==> src/hsra_pkg.sv <==
// Purpose: shared constants, types and CRC helper for the host serial register access block
// Assumes: 20 MHz system clock, 40-bit SPI frames, single-wire datagrams of 4 or 8 bytes
// Notes:   figures used by the logic are named here; the frame length 40 is named twice, as SPI_BITS and SPI_BITS_C
`default_nettype none
package hsra_pkg;
	// clock and baud limits
	localparam int          CLK_HZ        = 20_000_000;
	localparam int          CLK_PERIOD_NS = 50;
	localparam int          MIN_BAUD      = 9000;
	localparam int          BT_W          = 16;
	localparam logic [15:0] BT_RESET      = 16'(CLK_HZ / MIN_BAUD);
	// spi frame and status byte sources
	localparam int          SPI_BITS      = 40;
	localparam logic [5:0]  SPI_BITS_C    = 6'h28;
	localparam int          SRC_STILL     = 31;
	localparam int          SRC_STALL     = 24;
	localparam int          SRC_DRV_ERR   = 1;
	localparam int          SRC_RST_FLAG  = 0;
	localparam logic [3:0]  STAT_UNUSED   = 4'h0;
	// single-wire datagram layout
	localparam logic [3:0]  SYNC_NIBBLE   = 4'h5;
	localparam logic [7:0]  SYNC_PRELOAD  = 8'hA0;
	localparam logic [6:0]  SYNC_POS      = 7'h04;
	localparam logic [1:0]  SYNC_EDGES    = 2'h2;
	localparam int          SYNC_SHIFT    = 2;
	localparam logic [7:0]  REPLY_NODE    = 8'hFF;
	localparam int          RW_BIT        = 7;
	localparam logic [3:0]  RD_LEN        = 4'h4;
	localparam logic [3:0]  WR_LEN        = 4'h8;
	localparam logic [3:0]  REPLY_LEN     = 4'h8;
	localparam logic [3:0]  FRAME_BITS    = 4'hA;
	localparam logic [6:0]  STOP_POS      = 7'h09;
	// crc
	localparam logic [7:0]  CRC_POLY      = 8'h07;
	localparam logic [7:0]  CRC_INIT      = 8'h00;
	// timeouts, in bit times unless noted
	localparam logic [6:0]  GAP_BITS      = 7'h3F;
	localparam logic [6:0]  RECOVER_BITS  = 7'h0C;
	localparam logic [15:0] GLITCH_CYC    = 16'h0010;
	localparam int          DELAY_SHIFT   = 3;
	localparam logic [6:0]  TAIL_BITS     = 7'h04;

	// one register access toward the register file
	typedef struct packed {
		logic        write;
		logic [6:0]  addr;
		logic [31:0] data;
	} hsra_req_s;

	// crc over one byte, least significant bit first
	function automatic logic [7:0] hsra_crc8(input logic [7:0] crc, input logic [7:0] b);
		logic [7:0] c;
		c = crc;
		for (int j = 0; j < 8; j++) begin
			c = (c[7] ^ b[j]) ? ({c[6:0], 1'b0} ^ CRC_POLY) : {c[6:0], 1'b0};
		end
		return c;
	endfunction
endpackage
`default_nettype wire

==> src/hsra_uart_tx.sv <==
// Purpose: one byte onto the single-wire line, start bit, eight bits lsb first, stop bit
// Assumes: bit time given in system clocks, at least one
// Notes:   line idles high; idle_o is high when the next byte may be started
`timescale 1ns/1ps
`default_nettype none
module hsra_uart_tx #(
	parameter int BT_W = hsra_pkg::BT_W
) (
	// clock and reset
	input  wire logic            ref_clk_i,
	input  wire logic            nrst_i,
	// byte request
	input  wire logic [BT_W-1:0] bit_time_i,
	input  wire logic            go_i,
	input  wire logic [7:0]      byte_i,
	// line side
	output logic                 line_o,
	output logic                 idle_o
);
	import hsra_pkg::*;

	logic [9:0]      sh_r;
	logic [3:0]      nbit_r;
	logic [BT_W-1:0] ph_r;

	assign idle_o = (nbit_r == 4'h0);

	// frame shifter; fill with ones so the line rests high after the stop bit
	always_ff @(posedge ref_clk_i or negedge nrst_i) begin
		if (!nrst_i) begin
			sh_r   <= 10'h3FF;
			nbit_r <= 4'h0;
			ph_r   <= '0;
			line_o <= 1'b1;
		end else if (go_i && idle_o) begin
			sh_r   <= {1'b1, byte_i, 1'b0};
			nbit_r <= FRAME_BITS;
			ph_r   <= '0;
			line_o <= 1'b0;
		end else if (!idle_o) begin
			if (ph_r == bit_time_i - 1'b1) begin
				ph_r   <= '0;
				sh_r   <= {1'b1, sh_r[9:1]};
				line_o <= sh_r[1];
				nbit_r <= nbit_r - 1'b1;
			end else begin
				ph_r <= ph_r + 1'b1;
			end
		end
	end
endmodule
`default_nettype wire

==> src/hsra_top.sv <==
// Purpose: register access port, SPI peripheral or single-wire UART node
// Assumes: register file answers rd_data_i in the cycle req_valid_o is high
// Notes:   SPI pins are sampled with two flops; SCK must stay well below a quarter of ref_clk_i
//
// Notes on behaviour
// - status bits 7..4 zero; bit 3 is the motor standstill flag
// - status bit 2 carries the stall detect flag
// - status bits 1,0 show drive fault and reset flags, cleared by register file
// - data field right aligned, passed to registers untouched
// - sample on rising SCK, shift out after falling SCK, MSB first
// - extra bits come out delayed by forty SCK clocks for daisy chains
// - chip select rise commits the last forty bits only
// - bytes framed start low, stop high, LSB first; words high byte first
// - datagram starts with sync nibble, reserved bits, then node byte
// - bit time measured start fall to sync bit 3 fall, every datagram
// - node address is base value plus the three address pins
// - register byte bit 7 chooses write when set, read when clear
// - over 63 bit times between starts resets reception; 12 idle bits needed
// - glitch under sixteen clocks or bad CRC needs 12 idle bits
// - eight-bit wrapping counter counts accepted writes, readable by host
// - read request is four bytes, reply at the request's baud
// - reply waits a delay in steps of eight bit times, default eight
// - CRC8 polynomial 0x07, zero start, LSB first, over all bytes
// - read reply carries node byte all ones, register byte, 32 data bits
// - driver stays on four bit times after last reply bit
// - each SPI transfer returns status and previous read or write data
`timescale 1ns/1ps
`default_nettype none
module hsra_top (
	// clock and reset
	input  wire logic              ref_clk_i,
	input  wire logic              nrst_i,
	// mode and configuration
	input  wire logic              uart_mode_i,
	input  wire logic [7:0]        node_address_base_i,
	input  wire logic [3:0]        reply_delay_setting_i,
	// spi pins, also the address pins in uart mode
	input  wire logic              spi_sck_i,
	input  wire logic              chip_select_n_i,
	input  wire logic              serial_in_i,
	output logic                   serial_out_o,
	// single-wire line
	input  wire logic              single_wire_line_i,
	output logic                   single_wire_line_o,
	output logic                   single_wire_line_oe_o,
	// driver status sources
	input  wire logic [31:0]       driver_state_word_i,
	input  wire logic [1:0]        global_flag_word_i,
	// register file access
	output logic                   req_valid_o,
	output hsra_pkg::hsra_req_s    req_o,
	input  wire logic [31:0]       rd_data_i,
	// uart bookkeeping
	output logic [7:0]             write_ack_count_o,
	output logic                   uart_error_o
);
	import hsra_pkg::*;

	typedef enum logic [2:0] {
		U_IDLE    = 3'b000,
		U_SYNC    = 3'b001,
		U_BYTE    = 3'b010,
		U_GAP     = 3'b011,
		U_RECOVER = 3'b100,
		U_DELAY   = 3'b101,
		U_REPLY   = 3'b110,
		U_TAIL    = 3'b111
	} hsra_ust_e;

	logic [2:0]      sck_s, cs_s, sdi_s, ln_s;
	logic            sck_rise, sck_fall, cs_fall, cs_rise, ln_fall;
	logic [39:0]     spi_sh_r;
	logic [5:0]      spi_cnt_r;
	logic [7:0]      status_byte;
	logic            spi_commit;
	logic [31:0]     reply_r;
	hsra_ust_e       st_r;
	logic [BT_W-1:0] bt_r, phase_r, half;
	logic [15:0]     t_r;
	logic            tick;
	logic [6:0]      pos_r, delay_bits;
	logic [1:0]      nedge_r;
	logic [7:0]      byte_r, crc_r, node_sel, node_at, tx_byte_r, reply_byte;
	logic [63:0]     dg_r;
	logic [3:0]      nbyte_r, tx_idx_r;
	logic            is_last, acc_rd_r, acc_wr_r, tx_go_r, tx_idle;
	hsra_req_s       uart_req_r;
	logic [7:0]      wr_cnt_r;

	// pin synchronisers; stage 0 feeds only stage 1
	always_ff @(posedge ref_clk_i or negedge nrst_i) begin
		if (!nrst_i) begin
			sck_s <= 3'h7;
			cs_s  <= 3'h7;
			sdi_s <= 3'h0;
			ln_s  <= 3'h7;
		end else begin
			sck_s <= {sck_s[1:0], spi_sck_i};
			cs_s  <= {cs_s[1:0], chip_select_n_i};
			sdi_s <= {sdi_s[1:0], serial_in_i};
			ln_s  <= {ln_s[1:0], single_wire_line_i};
		end
	end

	assign sck_rise = sck_s[1] & ~sck_s[2];
	assign sck_fall = ~sck_s[1] & sck_s[2];
	assign cs_fall  = ~cs_s[1] & cs_s[2];
	assign cs_rise  = cs_s[1] & ~cs_s[2];
	assign ln_fall  = ~ln_s[1] & ln_s[2];

	// status byte as seen when the frame opens
	assign status_byte = {STAT_UNUSED,
		driver_state_word_i[SRC_STILL],
		driver_state_word_i[SRC_STALL],
		global_flag_word_i[SRC_DRV_ERR], global_flag_word_i[SRC_RST_FLAG]};

	// spi shift register; short frames are dropped rather than half-applied
	always_ff @(posedge ref_clk_i or negedge nrst_i) begin
		if (!nrst_i) begin
			spi_sh_r     <= '0;
			spi_cnt_r    <= '0;
			serial_out_o <= 1'b0;
		end else if (cs_fall) begin
			spi_sh_r     <= {status_byte, reply_r};
			spi_cnt_r    <= '0;
			serial_out_o <= status_byte[7];
		end else if (!cs_s[1]) begin
			if (sck_rise) begin
				spi_sh_r <= {spi_sh_r[38:0], sdi_s[1]};
				if (spi_cnt_r != SPI_BITS_C) spi_cnt_r <= spi_cnt_r + 1'b1;
			end
			if (sck_fall) serial_out_o <= spi_sh_r[SPI_BITS-1];
		end
	end

	assign spi_commit = cs_rise && !uart_mode_i && (spi_cnt_r == SPI_BITS_C);

	// bit timing shared by every uart state
	assign half = bt_r >> 1;
	assign tick = (phase_r == bt_r - 1'b1);
	assign node_sel = node_address_base_i + 8'({cs_s[1], sck_s[1], sdi_s[1]});
	assign is_last = ((nbyte_r == RD_LEN - 1'b1) && !dg_r[RW_BIT]) || (nbyte_r == WR_LEN - 1'b1);
	// a write is known by its length; bit 7 of the last shifted byte is data then
	assign node_at = (nbyte_r == WR_LEN - 1'b1) ? dg_r[47:40] : dg_r[15:8];
	assign delay_bits = 7'((reply_delay_setting_i == 4'h0) ? 4'h1 : reply_delay_setting_i) << DELAY_SHIFT;

	// reply byte order: sync, all-ones node, register, data high to low, crc
	always_comb begin
		unique case (tx_idx_r)
			4'h0:    reply_byte = {4'h0, SYNC_NIBBLE};
			4'h1:    reply_byte = REPLY_NODE;
			4'h2:    reply_byte = {1'b0, uart_req_r.addr};
			4'h3:    reply_byte = reply_r[31:24];
			4'h4:    reply_byte = reply_r[23:16];
			4'h5:    reply_byte = reply_r[15:8];
			4'h6:    reply_byte = reply_r[7:0];
			default: reply_byte = crc_r;
		endcase
	end

	// single-wire receive, timeout and reply sequencer
	always_ff @(posedge ref_clk_i or negedge nrst_i) begin
		if (!nrst_i) begin
			st_r                  <= U_IDLE;
			bt_r                  <= BT_RESET;
			phase_r               <= '0;
			t_r                   <= '0;
			pos_r                 <= '0;
			nedge_r               <= '0;
			byte_r                <= '0;
			dg_r                  <= '0;
			nbyte_r               <= '0;
			crc_r                 <= CRC_INIT;
			acc_rd_r              <= 1'b0;
			acc_wr_r              <= 1'b0;
			uart_error_o          <= 1'b0;
			uart_req_r            <= '0;
			tx_go_r               <= 1'b0;
			tx_byte_r             <= '0;
			tx_idx_r              <= '0;
			single_wire_line_oe_o <= 1'b0;
		end else begin
			acc_rd_r     <= 1'b0;
			acc_wr_r     <= 1'b0;
			uart_error_o <= 1'b0;
			tx_go_r      <= 1'b0;
			phase_r      <= tick ? '0 : phase_r + 1'b1;
			if (tick) pos_r <= pos_r + 1'b1;
			unique case (st_r)
				U_IDLE: begin
					phase_r <= '0;
					pos_r   <= '0;
					nedge_r <= '0;
					if (uart_mode_i && ln_fall) begin
						t_r     <= 16'h0001;
						nbyte_r <= '0;
						crc_r   <= CRC_INIT;
						st_r    <= U_SYNC;
					end
				end
				U_SYNC: begin
					t_r <= t_r + 1'b1;
					if (ln_fall) begin
						if (nedge_r == SYNC_EDGES - 1'b1) begin
							bt_r    <= BT_W'(t_r >> SYNC_SHIFT);
							phase_r <= '0;
							pos_r   <= SYNC_POS;
							byte_r  <= SYNC_PRELOAD;
							st_r    <= U_BYTE;
						end else begin
							nedge_r <= nedge_r + 1'b1;
						end
					end else if ((ln_s[1] && t_r < GLITCH_CYC) || (&t_r)) begin
						st_r         <= U_RECOVER;
						pos_r        <= '0;
						phase_r      <= '0;
						uart_error_o <= 1'b1;
					end
				end
				U_BYTE: begin
					if (phase_r == half && pos_r >= 7'h01 && pos_r < STOP_POS)
						byte_r <= {ln_s[1], byte_r[7:1]};
					if (phase_r == half && pos_r == STOP_POS) begin
						if (!ln_s[1]) begin
							st_r         <= U_RECOVER;
							pos_r        <= '0;
							phase_r      <= '0;
							uart_error_o <= 1'b1;
						end else begin
							dg_r    <= {dg_r[55:0], byte_r};
							nbyte_r <= nbyte_r + 1'b1;
							crc_r   <= hsra_crc8(crc_r, byte_r);
							st_r    <= U_GAP;
							if (is_last) begin
								if (byte_r != crc_r) begin
									st_r         <= U_RECOVER;
									pos_r        <= '0;
									phase_r      <= '0;
									uart_error_o <= 1'b1;
								end else if (node_at != node_sel) begin
									st_r <= U_IDLE;
								end else if (nbyte_r == WR_LEN - 1'b1) begin
									acc_wr_r   <= 1'b1;
									uart_req_r <= '{write: 1'b1, addr: dg_r[38:32], data: dg_r[31:0]};
									st_r       <= U_IDLE;
								end else begin
									acc_rd_r   <= 1'b1;
									uart_req_r <= '{write: 1'b0, addr: dg_r[6:0], data: '0};
									pos_r      <= '0;
									phase_r    <= '0;
									st_r       <= U_DELAY;
								end
							end
						end
					end
				end
				U_GAP: begin
					if (ln_fall) begin
						phase_r <= '0;
						pos_r   <= '0;
						st_r    <= U_BYTE;
					end else if (pos_r > GAP_BITS) begin
						st_r         <= U_RECOVER;
						pos_r        <= '0;
						phase_r      <= '0;
						uart_error_o <= 1'b1;
					end
				end
				U_RECOVER: begin
					if (!ln_s[1]) begin
						pos_r   <= '0;
						phase_r <= '0;
					end else if (pos_r == RECOVER_BITS) begin
						st_r <= U_IDLE;
					end
				end
				U_DELAY: begin
					if (pos_r == delay_bits) begin
						st_r                  <= U_REPLY;
						single_wire_line_oe_o <= 1'b1;
						tx_idx_r              <= '0;
						crc_r                 <= CRC_INIT;
					end
				end
				U_REPLY: begin
					if (tx_idle && !tx_go_r) begin
						if (tx_idx_r == REPLY_LEN) begin
							st_r    <= U_TAIL;
							pos_r   <= '0;
							phase_r <= '0;
						end else begin
							tx_go_r   <= 1'b1;
							tx_byte_r <= reply_byte;
							crc_r     <= hsra_crc8(crc_r, reply_byte);
							tx_idx_r  <= tx_idx_r + 1'b1;
						end
					end
				end
				U_TAIL: begin
					if (pos_r == TAIL_BITS) begin
						single_wire_line_oe_o <= 1'b0;
						st_r                  <= U_IDLE;
					end
				end
			endcase
		end
	end

	// reply uses the bit time measured on the request
	hsra_uart_tx #(.BT_W(BT_W)) u_tx (
		.ref_clk_i  (ref_clk_i),
		.nrst_i     (nrst_i),
		.bit_time_i (bt_r),
		.go_i       (tx_go_r),
		.byte_i     (tx_byte_r),
		.line_o     (single_wire_line_o),
		.idle_o     (tx_idle)
	);

	// request port and the data handed back on the next access
	always_ff @(posedge ref_clk_i or negedge nrst_i) begin
		if (!nrst_i) begin
			req_valid_o <= 1'b0;
			req_o       <= '0;
			reply_r     <= '0;
		end else begin
			req_valid_o <= spi_commit | acc_rd_r | acc_wr_r;
			if (spi_commit)
				req_o <= '{write: spi_sh_r[39], addr: spi_sh_r[38:32], data: spi_sh_r[31:0]};
			else if (acc_rd_r || acc_wr_r)
				req_o <= uart_req_r;
			if (req_valid_o)
				reply_r <= req_o.write ? req_o.data : rd_data_i;
		end
	end

	// write acknowledge counter, wraps at eight bits
	always_ff @(posedge ref_clk_i or negedge nrst_i) begin
		if (!nrst_i) wr_cnt_r <= '0;
		else if (acc_wr_r) wr_cnt_r <= wr_cnt_r + 1'b1;
	end
	assign write_ack_count_o = wr_cnt_r;
endmodule
`default_nettype wire

==> config.mk <==
export PLATFORM = sky130hd
export DESIGN_NAME = hsra_top
export DESIGN_NICKNAME = d
export VERILOG_FILES = /design/src/hsra_pkg.sv /design/src/hsra_uart_tx.sv /design/src/hsra_top.sv
export SDC_FILE = /design/constraint.sdc
export NUM_CORES = 1
export LEC_CHECK = 0
export ABC_AREA = 1
export BUFFER_PORTS_ARGS = -buffer_cell sky130_fd_sc_hd__buf_4
export CORE_MARGIN = 3
export CORE_UTILIZATION = 45
export DETAILED_ROUTE_END_ITERATION = 7
export PLACE_DENSITY = 0.74
export SYNTH_ARGS = -nofsm -noshare
export SYNTH_HDL_FRONTEND = slang
export SYNTH_HIERARCHICAL = 1
export SYNTH_SLANG_ARGS = --single-unit
==> constraint.sdc <==
create_clock -name ref_clk_i -period 2.54 [get_ports ref_clk_i]
set_input_delay 0.381 -clock ref_clk_i [delete_from_list [all_inputs] [get_ports ref_clk_i]]
set_output_delay 0.381 -clock ref_clk_i [all_outputs]
set_load 0.02 [all_outputs]
==> out/metrics.cfg <==
[pwr]
power.density_mw_per_mm2=956.1
vdd_ir_drop_max_v=0.0005763
finalPower_mw=22.58
p_leak_nw=11.98

[setup_path]
crit_family=simple AND/OR/NAND/NOR gates
cp_max_fo=11
endpoint_kind=register
r2r-start=sck_s[1]
worst_setup_path_start_kind=register
crit_chain=inv_2 -> fa_2 -> o21ai_2 -> nand3_1 -> xor2_1 -> xor2_1 -> nor2_1 -> buf_4 -> nand4_1 -> buf_6 -> nand3_4 -> nand3_4 -> clkbuf_16 -> nand2_1 -> inv_1
required_ns=2.98
arrival_ns=3.13
critPathKind=register to register
cp_slowest_stage_delay_ns=0.54
cp_slowest_cell=dfstp_2
worstRegToRegCells=15
r2r_slack_ns=-0.15
cp_num_buf_inv=5
rr_endpoint=pos_r[0]

[timing]
finalClockSkew_ns=0.03665
finalCritPeriodShare_pct=106.0
hold_viol=0
setup_viol=61
fin_ws_ns=-0.1513
slew_headroom_pct=53.18
min_period_ns=2.691
rsz0062_at_grt=true
setup_tns_ns=-5.003
max_slew.worst_pin.slew_ns=0.6969
max_freq_mhz=371.6
whs_ns=0.06167
slew_viol_final=0

[synth]
synthCells=2538
ys_ff_latch=351
netlist_area_mm2=0.01921
ys_seq_area_share_pct=45.88
synth_top_area_share_pct=42.60
postSynthAreaPerCell_um2=7.568
async_flop_share_pct=100.0
synth-edff-count=0
ys_top_cells_by_count=nand2_1 (761), dfrtp_1 (327), inv_1 (273)
yosysTopAreaCell=dfrtp_1
ys.flop_type=dfrtp_1
synth_most_common_cell=nand2_1
synth.area.top_cells=dfrtp_1 (43%), nand2_1 (15%), inv_1 (5.3%)
ys_warn_count=6
synth_cell_types=61

[route]
dr.pass1.iters=6
vias=18080
wl_per_cell_um=17.29
drcViolationCount=0
viasPerCell=5.487
ant_nets=0
routed_wl_um=56980
drt_iter0_drc=1511

[clock_network]
cts.clk_slew.worst_paths_ns=0.06
cts_root_buf=clkbuf_16
clock_path_buffers=3
insertion_delay_ns=0.58
cts-htree-levels=2
clkSinkCount=351
cts_tree=built
cts_inserted_buffers=40

[die]
ioPinCount=138
rows=75
die_w_um=212.6
die_h_um=212.6
start_util_pct=45.69
core_mm2=0.04204
die_area_mm2=0.04520

[grt]
grt_pass1_vias=17620
antenna_found_initial=1
grt_pass1_wl_um=91080
grtUsageTotal_pct=25.03
grt_max_degree=82
overflow=0

[hold_path]
hold_depth=3
min_path_type=input pin to register
min_to=reply_r[18]
min_from=rd_data_i[18]

[finish]
fin_area_mm2=0.02361
n_fill_cell=3635
drive_above_1_share_pct=18.76
regArea_mm2=0.008815
final_nets=2832
multi_input_area_mm2=0.009457
syn2layout_area_growth_pct=22.92
fin_cells=3296
utilization_pct=56.16

[placement]
gp_congestion=0.9379
dp.cells=3198
dp_hpwl_um=40450
dp_slack_ns=-0.2018
portBuffers=107
dpl_cell_area_mm2=0.02130

[flow_run]
cap_violations=0

[status]
violations=setup timing
status=complete, but fails checks

-- worst min-delay path, cell delays in order --
cell,delay (ns)
buf_4,0.11
nand2_1,0.05
a31oi_1,0.06
-- logic make-up (layout without fill, tap and decap cells) --
kind of cell | count (synthesis) | count (layout) | share of synthesized area (%)
AO/OA/AOI/OAI | 318 | 318 | 9.647
XOR/XNOR | 100 | 100 | 4.560
adder cells (fa/ha/maj) | 22 | 22 | 1.472
buffers and inverters | 380 | 596 | 7.862
flip-flops | 351 | 351 | 45.88
multiplexers | 4 | 4 | 0.2215
other | 1 | 4 | 0.01952
AND/OR/NAND/NOR | 1362 | 1362 | 30.33
-- cells in the final DEF, fill, tap and decap left out, types with 24 or more instances in the layout --
master     synthesis  layout
dfrtp_1          327     326
xnor2_1           30      30
a21oi_1           30      30
xor2_1            70      68
nand4_1           35      35
nand3_1          156     142
nor3_1            93      88
dfstp_2           24      24
o21ai_0          152     147
o22ai_1           35      35
nand2_4            1      29
nor2_1           245     234
a31oi_1           35      35
nand2_1          761     699
inv_1            273     260
clkbuf_16          0      44
buf_4              1     204
nand2_2            8      42
-- area by class of cell --
class	instances	area share, %
timing repair buffer	239	9.252
multi-input combinational	1809	40.05
antenna	1	0.01060
clock inverter	18	1.092
sequential	351	37.33
clock buffer	55	4.859
tap	539	2.856
inverter	284	4.547
-- power breakdown --
| part | internal (mW) | switching [mW] |
|---|---|---|
| Clock | 3.70 | 2.46 |
| Sequential | 6.36 | 0.783 |
| Combinational | 3.51 | 5.76 |
-- worst max path at each step --
stage,to,startpoint,cells past startpoint,slack [ns]
floorplan,uart_req_r[7],sck_s[1],13,0.06
global placement,uart_req_r[35],node_address_base_i[0],16,-0.16
detailed placement,uart_req_r[38],node_address_base_i[0],16,-0.20
CTS,uart_req_r[35],sck_s[1],14,-0.09
global route,phase_r[14],sck_s[1],15,-0.29
finish,pos_r[0],sck_s[1],15,-0.15
-- state kept, by name, indices dropped and copies added (netlist names), 6 cells and up --
signal	cells
phase_r	16
crc_r	8
byte_r	8
spi_cnt_r	6
req_o	40
bt_r	14
uart_req_r	40
t_r	16
u_tx/sh_r	9
u_tx/ph_r	16
spi_sh_r	40
write_ack_count_o	8
reply_r	32
tx_byte_r	8
dg_r	48
pos_r	7
-- per-layer routing --
layer  vias up  global-route usage [%]  wire, um
met4         0                   10.39      2266
met2       646                   41.86     27830
met5         -                       0         0
met1      8739                   32.01     23210
li1       8556                       -         -
met3       143                   4.766      3685
-- timing repair --
item	4_1_cts	5_1_grt
gates cloned	3	4
gates resized for setup	33	143
setup buffers	7	10
hold buffers	5	0
endpoints found under the setup margin	64	114
pin swaps	5	19
hold endpoints to repair	45	0
(Power assumes the default switching activity.)
